--- config.mk ---
export PLATFORM = sky130hd
export DESIGN_NAME = qrsp_ctrl_flat
export DESIGN_NICKNAME = d
export VERILOG_FILES = /design/src/hdl/qrsp_pkg.sv /design/src/hdl/qrsp_if.sv /design/src/hdl/qrsp_skid.sv /design/src/hdl/qrsp_ctrl.sv /design/src/flat_wrapper.sv
export SDC_FILE = /design/constraint.sdc
export NUM_CORES = 1
export LEC_CHECK = 0
export CAP_MARGIN = 20
export CORE_MARGIN = 2
export CORE_UTILIZATION = 59
export CTS_BUF_LIST = sky130_fd_sc_hd__clkbuf_8
export DETAILED_ROUTE_END_ITERATION = 8
export DONT_BUFFER_PORTS = 1
export MAX_ROUTING_LAYER = met4
export PLACE_DENSITY = 0.87
export SETUP_SLACK_MARGIN = 0.05
export SLEW_MARGIN = 20
export SYNTH_ARGS = -nofsm -noshare
export SYNTH_HDL_FRONTEND = slang
export SYNTH_SLANG_ARGS = --single-unit
--- constraint.sdc ---
create_clock -name sys_clk_in -period 2.3 [get_ports sys_clk_in]
set_input_delay 0.115 -clock sys_clk_in [delete_from_list [all_inputs] [get_ports sys_clk_in]]
set_output_delay 0.115 -clock sys_clk_in [all_outputs]
set_load 0.1 [all_outputs]
--- src/hdl/qrsp_pkg.sv ---
// Package: shared constants and types for the separate-port burst SRAM link.
// Assumes both ends run on one 200 MHz system clock; link clocks are sampled.
package qrsp_pkg;
  localparam int DATA_W = 36;          // Wide variant data width
  localparam int ADDR_W = 20;          // Wide variant address bits
  localparam int LANE_W = 9;           // Bits per byte lane
  localparam int LANES = DATA_W / LANE_W;
  localparam int BURST_LEN = 4;        // Beats per read or write
  localparam int DIV_HALF = 4;         // System cycles per link clock half period
  localparam int MEM_DEPTH_LOG2 = 6;   // Log2 of simulation model array depth
  localparam logic [1:0] BEAT_RESET = 2'h0;
  typedef enum logic [1:0] {QRSP_IDLE, QRSP_BURST, QRSP_TAIL} qrsp_rd_state_type;
endpackage

--- src/hdl/qrsp_if.sv ---
// Interface: pins between controller and memory device.
// Assumes the bench resolves the data-out tristate from q_oe.
`timescale 1ns/1ps
interface qrsp_if;
  import qrsp_pkg::*;
  logic k;                                   // Positive input clock (inverse is other phase)
  logic c;                                   // Output clock
  logic single_clk;                          // Single clock mode strap
  logic write_port_select_n;
  logic read_port_select_n;
  logic [LANES-1:0] byte_lane_write_mask_n;
  logic [ADDR_W-1:0] addr;
  logic [DATA_W-1:0] d;
  logic [DATA_W-1:0] q;
  logic q_oe;                                // High while device drives q
  logic cq;                                  // Echo clock
  modport ctrl (output k, c, single_clk, write_port_select_n, read_port_select_n,
    byte_lane_write_mask_n, addr, d, input q, q_oe, cq);
  modport dev (input k, c, single_clk, write_port_select_n, read_port_select_n,
    byte_lane_write_mask_n, addr, d, output q, q_oe, cq);
endinterface

--- src/hdl/qrsp_skid.sv ---
// Two-entry buffer with valid/ready on both sides.
// Assumes a single clock domain.
`timescale 1ns/1ps
module qrsp_skid #(
  parameter int WIDTH = 32
) (
  input wire logic sys_clk_in,            // System clock
  input wire logic rst_n_in,              // Async reset, active low
  input wire logic in_valid_in,           // Source has word
  output logic in_ready_out,              // Room for a word
  input wire logic [WIDTH-1:0] in_data_in, // Word in
  output logic out_valid_out,             // Word available
  input wire logic out_ready_in,          // Sink takes word
  output logic [WIDTH-1:0] out_data_out   // Word out
);
  logic [WIDTH-1:0] mem [2];
  logic wr_ptr;
  logic rd_ptr;
  logic [1:0] count;
  wire push = in_valid_in && (count != 2'h2);
  wire pop = out_valid_out && out_ready_in;
  assign in_ready_out = (count != 2'h2);
  assign out_valid_out = (count != 2'h0);
  assign out_data_out = mem[rd_ptr];
  // Pointers and fill level
  always_ff @(posedge sys_clk_in or negedge rst_n_in) begin
    if (!rst_n_in) begin
      wr_ptr <= 1'b0;
      rd_ptr <= 1'b0;
      count <= 2'h0;
    end else begin
      if (push) wr_ptr <= ~wr_ptr;
      if (pop) rd_ptr <= ~rd_ptr;
      count <= count + {1'b0, push} - {1'b0, pop};
    end
  end
  // Storage needs no reset; valid gates it
  always_ff @(posedge sys_clk_in) begin
    if (push) mem[wr_ptr] <= in_data_in;
  end
endmodule

--- src/hdl/qrsp_ctrl.sv ---
// Controller end: makes K and C by division, issues write and read bursts.
// Assumes one request at a time; read beats leave through a two-entry buffer.
`timescale 1ns/1ps
module qrsp_ctrl
  import qrsp_pkg::*;
(
  input wire logic sys_clk_in,                    // System clock
  input wire logic rst_n_in,                      // Async reset, active low
  qrsp_if.ctrl link,                              // Pins towards memory
  input wire logic req_valid_in,                  // Request present
  input wire logic req_write_in,                  // 1 write, 0 read
  input wire logic [ADDR_W-1:0] req_addr_in,      // Burst start address
  input wire logic [4*DATA_W-1:0] req_wdata_in,   // Four beats, beat 0 low
  input wire logic [4*LANES-1:0] req_mask_n_in,   // Masks per beat, active low
  input wire logic single_clk_in,                 // Single clock mode
  output logic req_ready_out,                     // Request taken
  output logic rd_valid_out,                      // Read beat available
  input wire logic rd_ready_in,                   // User takes beat
  output logic [DATA_W-1:0] rd_data_out           // Read beat
);
  import qrsp_pkg::*;
  // Link clock divider: K toggles every DIV_HALF cycles, C is K
  logic [2:0] div;
  logic k;
  always_ff @(posedge sys_clk_in or negedge rst_n_in) begin
    if (!rst_n_in) begin
      div <= 3'h0;
      k <= 1'b0;
    end else if (div == 3'(DIV_HALF-1)) begin
      div <= 3'h0;
      k <= ~k;
    end else begin
      div <= div + 3'h1;
    end
  end
  wire tick = (div == 3'(DIV_HALF-1));
  wire k_rise_next = tick && !k;
  // Sample returned data and enable
  logic [DATA_W:0] q_meta;
  logic [DATA_W:0] q_sync;
  logic oe_d;
  always_ff @(posedge sys_clk_in or negedge rst_n_in) begin
    if (!rst_n_in) begin
      q_meta <= '0;
      q_sync <= '0;
      oe_d <= 1'b0;
    end else begin
      q_meta <= {link.q_oe, link.q};
      q_sync <= q_meta;
      oe_d <= q_sync[DATA_W];
    end
  end
  // Beat arrives when sampled q changes under enable, echo clock unused; count per burst
  logic [DATA_W-1:0] q_prev;
  logic [2:0] rd_got;
  logic busy;
  logic is_wr;
  logic [2:0] beat;
  logic wps_n;
  logic rps_n;
  logic [ADDR_W-1:0] addr;
  logic [ADDR_W-1:0] waddr;
  logic [DATA_W-1:0] d;
  logic [LANES-1:0] mask_n;
  logic [4*DATA_W-1:0] wbuf;
  logic [4*LANES-1:0] mbuf;
  logic push;
  logic buf_ready;
  wire take = req_valid_in && !busy && k_rise_next && buf_ready;
  wire q_beat = q_sync[DATA_W] && (!oe_d || q_sync[DATA_W-1:0] != q_prev);
  always_ff @(posedge sys_clk_in or negedge rst_n_in) begin
    if (!rst_n_in) begin
      busy <= 1'b0;
      is_wr <= 1'b0;
      beat <= 3'h0;
      wps_n <= 1'b1;
      rps_n <= 1'b1;
      addr <= '0;
      waddr <= '0;
      d <= '0;
      mask_n <= '1;
      wbuf <= '0;
      mbuf <= '1;
      req_ready_out <= 1'b0;
      q_prev <= '0;
      rd_got <= 3'h0;
      push <= 1'b0;
    end else begin
      req_ready_out <= take;
      push <= 1'b0;
      q_prev <= q_sync[DATA_W-1:0];
      if (take) begin                                 // select set in the same cycle as K rise
        busy <= 1'b1;
        is_wr <= req_write_in;
        beat <= 3'h0;
        wps_n <= !req_write_in;
        rps_n <= req_write_in;
        addr <= req_addr_in;                          // read addr for K
        waddr <= req_addr_in;
        wbuf <= req_wdata_in;
        mbuf <= req_mask_n_in;
        rd_got <= 3'h0;
      end else if (busy && tick) begin
        wps_n <= 1'b1;
        rps_n <= 1'b1;
        if (is_wr) begin
          // Each phase carries one beat with its mask
          addr <= waddr;                              // write addr for K-bar
          if (beat < 3'(BURST_LEN)) begin
            d <= wbuf[DATA_W-1:0];
            mask_n <= mbuf[LANES-1:0];
            wbuf <= wbuf >> DATA_W;
            mbuf <= {{LANES{1'b1}}, mbuf[4*LANES-1:LANES]};
            beat <= beat + 3'h1;
          end else begin
            mask_n <= '1;
            busy <= 1'b0;
          end
        end
      end
      if (busy && !is_wr && q_beat) begin
        push <= 1'b1;
        rd_got <= rd_got + 3'h1;
        if (rd_got == 3'(BURST_LEN-1)) busy <= 1'b0;
      end
    end
  end
  qrsp_skid #(.WIDTH(DATA_W)) u_buf (
    .sys_clk_in(sys_clk_in),
    .rst_n_in(rst_n_in),
    .in_valid_in(push),
    .in_ready_out(buf_ready),
    .in_data_in(q_prev),
    .out_valid_out(rd_valid_out),
    .out_ready_in(rd_ready_in),
    .out_data_out(rd_data_out)
  );
  assign link.k = k;
  assign link.c = k;
  assign link.single_clk = single_clk_in;
  assign link.write_port_select_n = wps_n;
  assign link.read_port_select_n = rps_n;
  assign link.byte_lane_write_mask_n = mask_n;
  assign link.addr = addr;
  assign link.d = d;
endmodule

--- src/flat_wrapper.sv ---
// flat-port wrapper written by rule: the top's interface ports become plain ports
module qrsp_ctrl_flat import qrsp_pkg::*;
  (sys_clk_in, rst_n_in, req_valid_in, req_write_in, req_addr_in, req_wdata_in, req_mask_n_in, single_clk_in, req_ready_out, rd_valid_out, rd_ready_in, rd_data_out, link_k, link_c, link_single_clk, link_write_port_select_n, link_read_port_select_n, link_byte_lane_write_mask_n, link_addr, link_d, link_q, link_q_oe, link_cq);
  qrsp_if link_i ();
  input wire logic sys_clk_in;
  input wire logic rst_n_in;
  input wire logic req_valid_in;
  input wire logic req_write_in;
  input wire logic [ADDR_W-1:0] req_addr_in;
  input wire logic [4*DATA_W-1:0] req_wdata_in;
  input wire logic [4*LANES-1:0] req_mask_n_in;
  input wire logic single_clk_in;
  output logic req_ready_out;
  output logic rd_valid_out;
  input wire logic rd_ready_in;
  output logic [DATA_W-1:0] rd_data_out;
  output wire logic [$bits(link_i.k)-1:0] link_k;
  output wire logic [$bits(link_i.c)-1:0] link_c;
  output wire logic [$bits(link_i.single_clk)-1:0] link_single_clk;
  output wire logic [$bits(link_i.write_port_select_n)-1:0] link_write_port_select_n;
  output wire logic [$bits(link_i.read_port_select_n)-1:0] link_read_port_select_n;
  output wire logic [$bits(link_i.byte_lane_write_mask_n)-1:0] link_byte_lane_write_mask_n;
  output wire logic [$bits(link_i.addr)-1:0] link_addr;
  output wire logic [$bits(link_i.d)-1:0] link_d;
  input wire logic [$bits(link_i.q)-1:0] link_q;
  input wire logic [$bits(link_i.q_oe)-1:0] link_q_oe;
  input wire logic [$bits(link_i.cq)-1:0] link_cq;
  assign link_k = link_i.k;
  assign link_c = link_i.c;
  assign link_single_clk = link_i.single_clk;
  assign link_write_port_select_n = link_i.write_port_select_n;
  assign link_read_port_select_n = link_i.read_port_select_n;
  assign link_byte_lane_write_mask_n = link_i.byte_lane_write_mask_n;
  assign link_addr = link_i.addr;
  assign link_d = link_i.d;
  assign link_i.q = link_q;
  assign link_i.q_oe = link_q_oe;
  assign link_i.cq = link_cq;
  qrsp_ctrl u_core (.sys_clk_in(sys_clk_in), .rst_n_in(rst_n_in), .link(link_i), .req_valid_in(req_valid_in), .req_write_in(req_write_in), .req_addr_in(req_addr_in), .req_wdata_in(req_wdata_in), .req_mask_n_in(req_mask_n_in), .single_clk_in(single_clk_in), .req_ready_out(req_ready_out), .rd_valid_out(rd_valid_out), .rd_ready_in(rd_ready_in), .rd_data_out(rd_data_out));
endmodule
Word level (Yosys, flattened, before mapping)
Memories as Yosys holds them, arrays and structs flattened.
Index checks and enable logic that the tools add are counted.
{ "classes": {"addsub": 5, "magnitude_cmp": 1, "eq_ne": 4, "muxes": 31, "n_bitwise": 4, "reduce_logical": 25} }
{ "ops": {"columns": ["cell", "count"], "rows": [
  ["2-to-1 mux 144 bit", 4],
  ["2-to-1 mux 16 bit", 4],
  ["2-to-1 mux 20 bit", 3],
  ["!= test 36 bit", 1],
  ["2-to-1 mux 3 bit", 7],
  ["2-to-1 mux 1 bit", 12],
  ["logical AND 1 bit", 10],
  ["nonzero test 2 bit", 5],
  ["adder 3 x 1 -> 3 bit (second input constant)", 3],
  ["equality test 3 x 2 -> 1 bit (second input constant)", 2],
  ["AND reduction 3 bit", 2],
  ["zero test 1 bit", 5],
  ["2-to-1 mux 4 bit", 1],
  ["inverter 1 bit", 4],
  ["AND reduction 4 bit", 1],
  ["< comparator 3 bit (second input constant)", 1],
  ["adder 2 x 1 -> 2 bit", 1],
  ["!= test 2 bit (second input constant)", 1],
  ["AND reduction 2 bit", 1],
  ["subtractor 2 x 1 -> 2 bit", 1],
  ["logical OR 1 bit", 1]
]} }
{ "word_totals": {"register_bits": 371, "mem_bits_rw": 72, "n_memories": 1} }
{ "mem_list": {"columns": ["name", "depth", "width", "read_ports", "rd_clocked_by_memory_dff", "write_ports", "line", "source"], "rows": [
  ["u_core.u_buf.mem", 2, 36, 1, 0, 1, "qrsp_skid.sv:16", "logic [WIDTH-1:0] mem [2];"]
]} }

Longest topological paths before layout
{ "depth": {"word_depth": 7, "depth_mapped": 10, "mapped_depth_nobuf": 7} }

Hierarchy
From an unflattened synthesis, not the netlist that was laid out.
{ "unflattened": {"cells_unflattened": 1355, "hier_area_um2": 16350.7} }
{ "by_module_without_submodules": {"columns": ["module", "instances", "cells_per_inst", "area_per_inst_um2"], "rows": [
  ["qrsp_ctrl", 1, 1224, 13531.7],
  ["qrsp_skid", 1, 131, 2819.0]
]} }

Least setup slack after synthesis
Ideal clock, no wire load.
{ "synth_timing": {"path_kind": "register -> register", "from": "reg u_core.u_buf.count[1]", "to": "mem u_core.u_buf.mem[0][0] in the netlist's numbering, enable pin", "setup_ns": 0.429, "t_arrival_ns": 2.096, "required_ns": 1.871, "slack_ns": -0.225, "stages_incl_launch_ff": 4, "n_path_buf": 0, "path_cell_list": "dfrtp_1 nand2b_1 nand2_1 nor2_1"} }
{ "synth_between": {"elab_chain_cells": 4} }
{ "synth_lines": {"columns": ["item", "line", "source"], "rows": [
  ["from (decl)", "qrsp_skid.sv:19", "logic [1:0] count;"],
  ["from (signal assigned)", "qrsp_skid.sv:34", "count <= count + {1'b0, push} - {1'b0, pop};"],
  ["!= test 2 bit", "qrsp_skid.sv:20", "wire push = in_valid_in && (count != 2'h2);"],
  ["logical AND 1 bit", "qrsp_skid.sv:20", null],
  ["2-to-1 mux 1 bit", "qrsp_skid.sv:39", "if (push) mem[wr_ptr] <= in_data_in;"],
  ["2-to-1 mux 1 bit (not written as such)", "qrsp_skid.sv:39", null],
  ["to (decl)", "qrsp_skid.sv:16", null]
]} }
No other way between the ends.

Worst setup path in the final report
{ "layout_timing": {"from": "reg u_core.div[0]", "to": "reg u_core.wbuf[52]"} }
{ "layout_between": {"elab_chain_cells": 6} }
{ "layout_lines": {"columns": ["item", "line", "source"], "rows": [
  ["from (decl)", "qrsp_ctrl.sv:23", "logic [2:0] div;"],
  ["from (signal assigned)", "qrsp_ctrl.sv:33", "div <= div + 3'h1;"],
  ["equality test 3 x 2 -> 1 bit *", "qrsp_ctrl.sv:36", "wire tick = (div == 3'(DIV_HALF-1));"],
  ["logical AND 1 bit", "qrsp_ctrl.sv:37", "wire k_rise_next = tick && !k;"],
  ["logical AND 1 bit (2 in a row)", "qrsp_ctrl.sv:69", "wire take = req_valid_in && !busy && k_rise_next && buf_ready;"],
  ["nonzero test 2 bit (no line)", null, null],
  ["AND reduction 3 bit (no line)", null, null],
  ["to (signal assigned)", "qrsp_ctrl.sv:100", "wbuf <= req_wdata_in;"],
  ["to (signal assigned)", "qrsp_ctrl.sv:112", "wbuf <= wbuf >> DATA_W;"],
  ["to (decl)", "qrsp_ctrl.sv:65", "logic [4*DATA_W-1:0] wbuf;"]
]} }
Mark *: on every way between the ends. The rest lies on a longest branch, timed or not.
A chain may end at the register's enable or synchronous reset.

==> results.md <==
- PortBufs: 0
- Crit-path max FO: 40
- HPWL Detailed: 25800 um
- Reg-to-reg endpoint: u_core.wbuf[52]
- H-tree depth: 3
- Comb pwr share: 30.9%
- Initial Utilization: 59.4%
- Crit-path slowest cell: or4_4
- Avg Vias per Cell: 6.04
- Critical Path End Type: flip-flop
- Via count: 12500
- DRT Wirelength: 50300 um
- Post-Syn Area per Cell: 12.5 um^2
- Most common cell after layout, fill and taps aside: dfrtp_1
- Average routed wire per standard cell: 24.4 um
- Max Cap Viol: 0
- Unique masters post-synth: 35
- Largest stage delay on the critical path: 0.57 ns
- Worst vdd ir: 1210 uV
- # nets final: 1854
- Clock skew: 0.0272 ns
- CP Launch Point: u_core.div[0]
- Worst slack, placed: 0.0420 ns
- Pint: 0.0172 W
- Area contributors post-synth: dfrtp_1, edfxtp_1, nand2_1
- Worst Hold Class: in -> async
- CTS clk-pin slew, worst paths: 0.07 ns
- Count of final setup violators: 2
- Clock Tree Buf Depth: 3
- Slew HR: 34.1%
- Grt ovf: 0
- WP data required: 2.78 ns
- WS Path Type: reg -> reg
- Status: complete, but fails checks
- Lkg Pwr: 9.30 nW
- Commonest cells after routing, fill and taps aside: dfrtp_1, nand2_1, dlygate4sd3_1, nor2_1, a31oi_1
- Post-route ant nets: 0
- Switch Pwr: 0.0138 W
- Syn Nets: 1547
- Hold WS: -0.775 ns
- Ys async rst share: 83.7%
- Worst Setup Start Kind: flip-flop
- Layout cell share with drive strength beyond 1: 18.6%
- Largest net degree at the start of global routing: 372
- Non-Filler Instances: 2064
- Core ar.: 0.0276 mm^2
- Period minus WS final: 2.31 ns
- Crit path top cell by count: buf_12
- Yosys warning total: 0
- Synth Cell Area: 0.0164 mm^2
- Yosys top cell by area: dfrtp_1
- Switch share: 44.6%
- Post-synth EDFFs: 72
- Row cnt: 61
- Global-route wire length before repair: 73400 um
- Final Cycle Share: 100%
- Root Driver: clkbuf_8
- Setup crit end: u_core.wbuf[52]
- Crit path DAT: 2.78 ns
- Antenna violations before repair: 8
- Synth Register Bits: 443
- Seq pwr share: 47.6%
- Ys flop type: dfrtp_1
- RePlAce Congestion: 0.826
- CTS tree: done
- Cell Pwr Density: 1430 mW/mm^2
- Die Y: 171 um
- Area growth from synthesis to layout: 31.6%
- Setup slack, reg-to-reg: -0.007 ns
- Fin worst setup slack: -0.00689 ns
- RSZ-0062 raised after global routing: true
- Worst-skew pair later-pin latency: 0.60 ns
- Failing checks: hold timing, setup timing
- Final Max Tran Viols: 0
- Total Power: 0.0310 W
- Number of global-route vias before repair: 12900
- Chip width: 171 um
- Worst reg2reg path startpoint: u_core.div[0]
- Worst reg2reg path depth: 9
- F_max: 433 MHz
- CTS sink cnt: 443
- Crit-path cells: ha_2 > nand2b_1 > or4_4 > inv_8 > o211a_4 > buf_12 > buf_12 > nor2_1 > a31oi_1
- I/O pin count: 327
- Num CTS Buffers: 70
- Number of remaining DRC errors: 0
- Die area: 0.0292 mm^2
- Initial DRC count: 1141
- Worst-Margin Slew: 0.989 ns
- Synth top area share: 53.2%
- Synthesized instance count: 1317
- Placed cell count: 1698
- GRT Util Overall: 34.4%
- Clk network pwr share: 21.5%
- Seq/Total Area, Yosys: 69.9%
- Drt first pass iters: 6
- Hold buffers post-CTS: 220
- Final Hold Vio Count: 371
cells by family (layout without fill, tap and decap cells):
kind of cell | Yosys count | in the layout | share of synthesized area (%)
AO/OA/AOI/OAI | 177 | 177 | 7.47
flip-flops | 443 | 443 | 69.9
XOR/XNOR | 41 | 41 | 2.19
buffers and inverters | 86 | 444 | 2.46
multiplexers | 95 | 95 | 6.49
AND/OR/NAND/NOR | 469 | 469 | 11.1
other | 0 | 11 | 0
adder cells (fa/ha/maj) | 6 | 6 | 0.457
worst min path at each step:
stage	from	to	slack, ns	cells after the start
finish	rst_n_in	u_core.wbuf[19]	-0.78	0
global route	rst_n_in	u_core.link.d[9]	-0.79	0
CTS	rst_n_in	u_core.wbuf[141]	-0.80	0
detailed placement	rst_n_in	u_core.link.d[9]	-0.17	0
global placement	rst_n_in	u_core.link.d[8]	-0.17	0
floorplan	rst_n_in	u_core.beat[0]	-0.18	0
per-stage QoR:
stage	util, %	hold WS [ns]	setup TNS, ns	instance area [um^2]
floorplan	-	-0.181	0	16400
global placement	64.3	-0.168	0	17800
detailed placement	64.3	-0.166	0	17800
CTS	77.5	-0.798	0	21400
global route	78.2	-0.794	-0.381	21600
finish	78.3	-0.775	-0.0118	21600
metal layers:
metal / GRT usage (%) / part of all wire [%] / vias up / routed length [um]
met5: - / 0 / - / 0
met4: 17.3 / 5.9 / 0 / 2950
met3: 8.44 / 9.0 / 259 / 4540
met2: 56.2 / 50 / 918 / 25400
met1: 40.2 / 35 / 6142 / 17400
li1: - / - / 5141 / -
sequential cells by signal, indices dropped and copies added, names as in the netlist, 4 cells and up:
register and count:
u_core.link.d 36, u_core.mbuf 16, u_core.link.byte_lane_write_mask_n 4, u_core.wbuf 144, u_core.q_prev 36, u_core.waddr 20, u_core.q_meta 37, u_core.link.addr 20
u_core.q_sync 37, u_core.u_buf.mem 72
power by group through the flow:
stage,Combinational [W],Sequential [W],Clock [W]
2_1_floorplan,0.00493,0.0155,0
3_3_place_gp,0.00844,0.0144,0
3_5_place_dp,0.00880,0.0145,0
4_1_cts,0.00918,0.0144,0.00652
5_1_grt,0.0100,0.0149,0.00706
6_report,0.00957,0.0148,0.00666
worst max-delay path: cells and delay by family, from the launching register on:
kind | cells | cell delay [ns]
AND/OR/NAND/NOR | 3 | 0.72
buffers and inverters | 3 | 0.49
AO/OA/AOI/OAI | 2 | 0.42
flip-flops | 1 | 0.36
adder cells (fa/ha/maj) | 1 | 0.19
final cells by class:
class                   count  area, um^2
flip-flops and latches    443       11500
fillers                  1433        6010
multi-input cells         788        4600
repair buffers            316        3660
clock buffers              82        1130
well taps                 378         473
clock inverters            41         231
diodes                     11        27.5
inverters                   5        26.3
Yosys cell counts (all sizes together), types with 22 or more instances:
master / n
a22o: 38
a31oi: 122
buf: 40
clkbuf: 41
dfrtp: 349
dfstp: 22
edfxtp: 72
mux2: 92
nand2: 314
nor2: 131
xnor2: 36
repair_timing:
| item | in CTS | in global routing |
|---|---|---|
| setup buffers | 2 | 4 |
| gates cloned | 1 | 4 |
| endpoints found under the hold margin | 613 | 371 |
| gates resized for setup | 1 | 8 |
| setup endpoints to repair | 29 | 105 |
No activity file was read; power rests on OpenSTA's default activity.
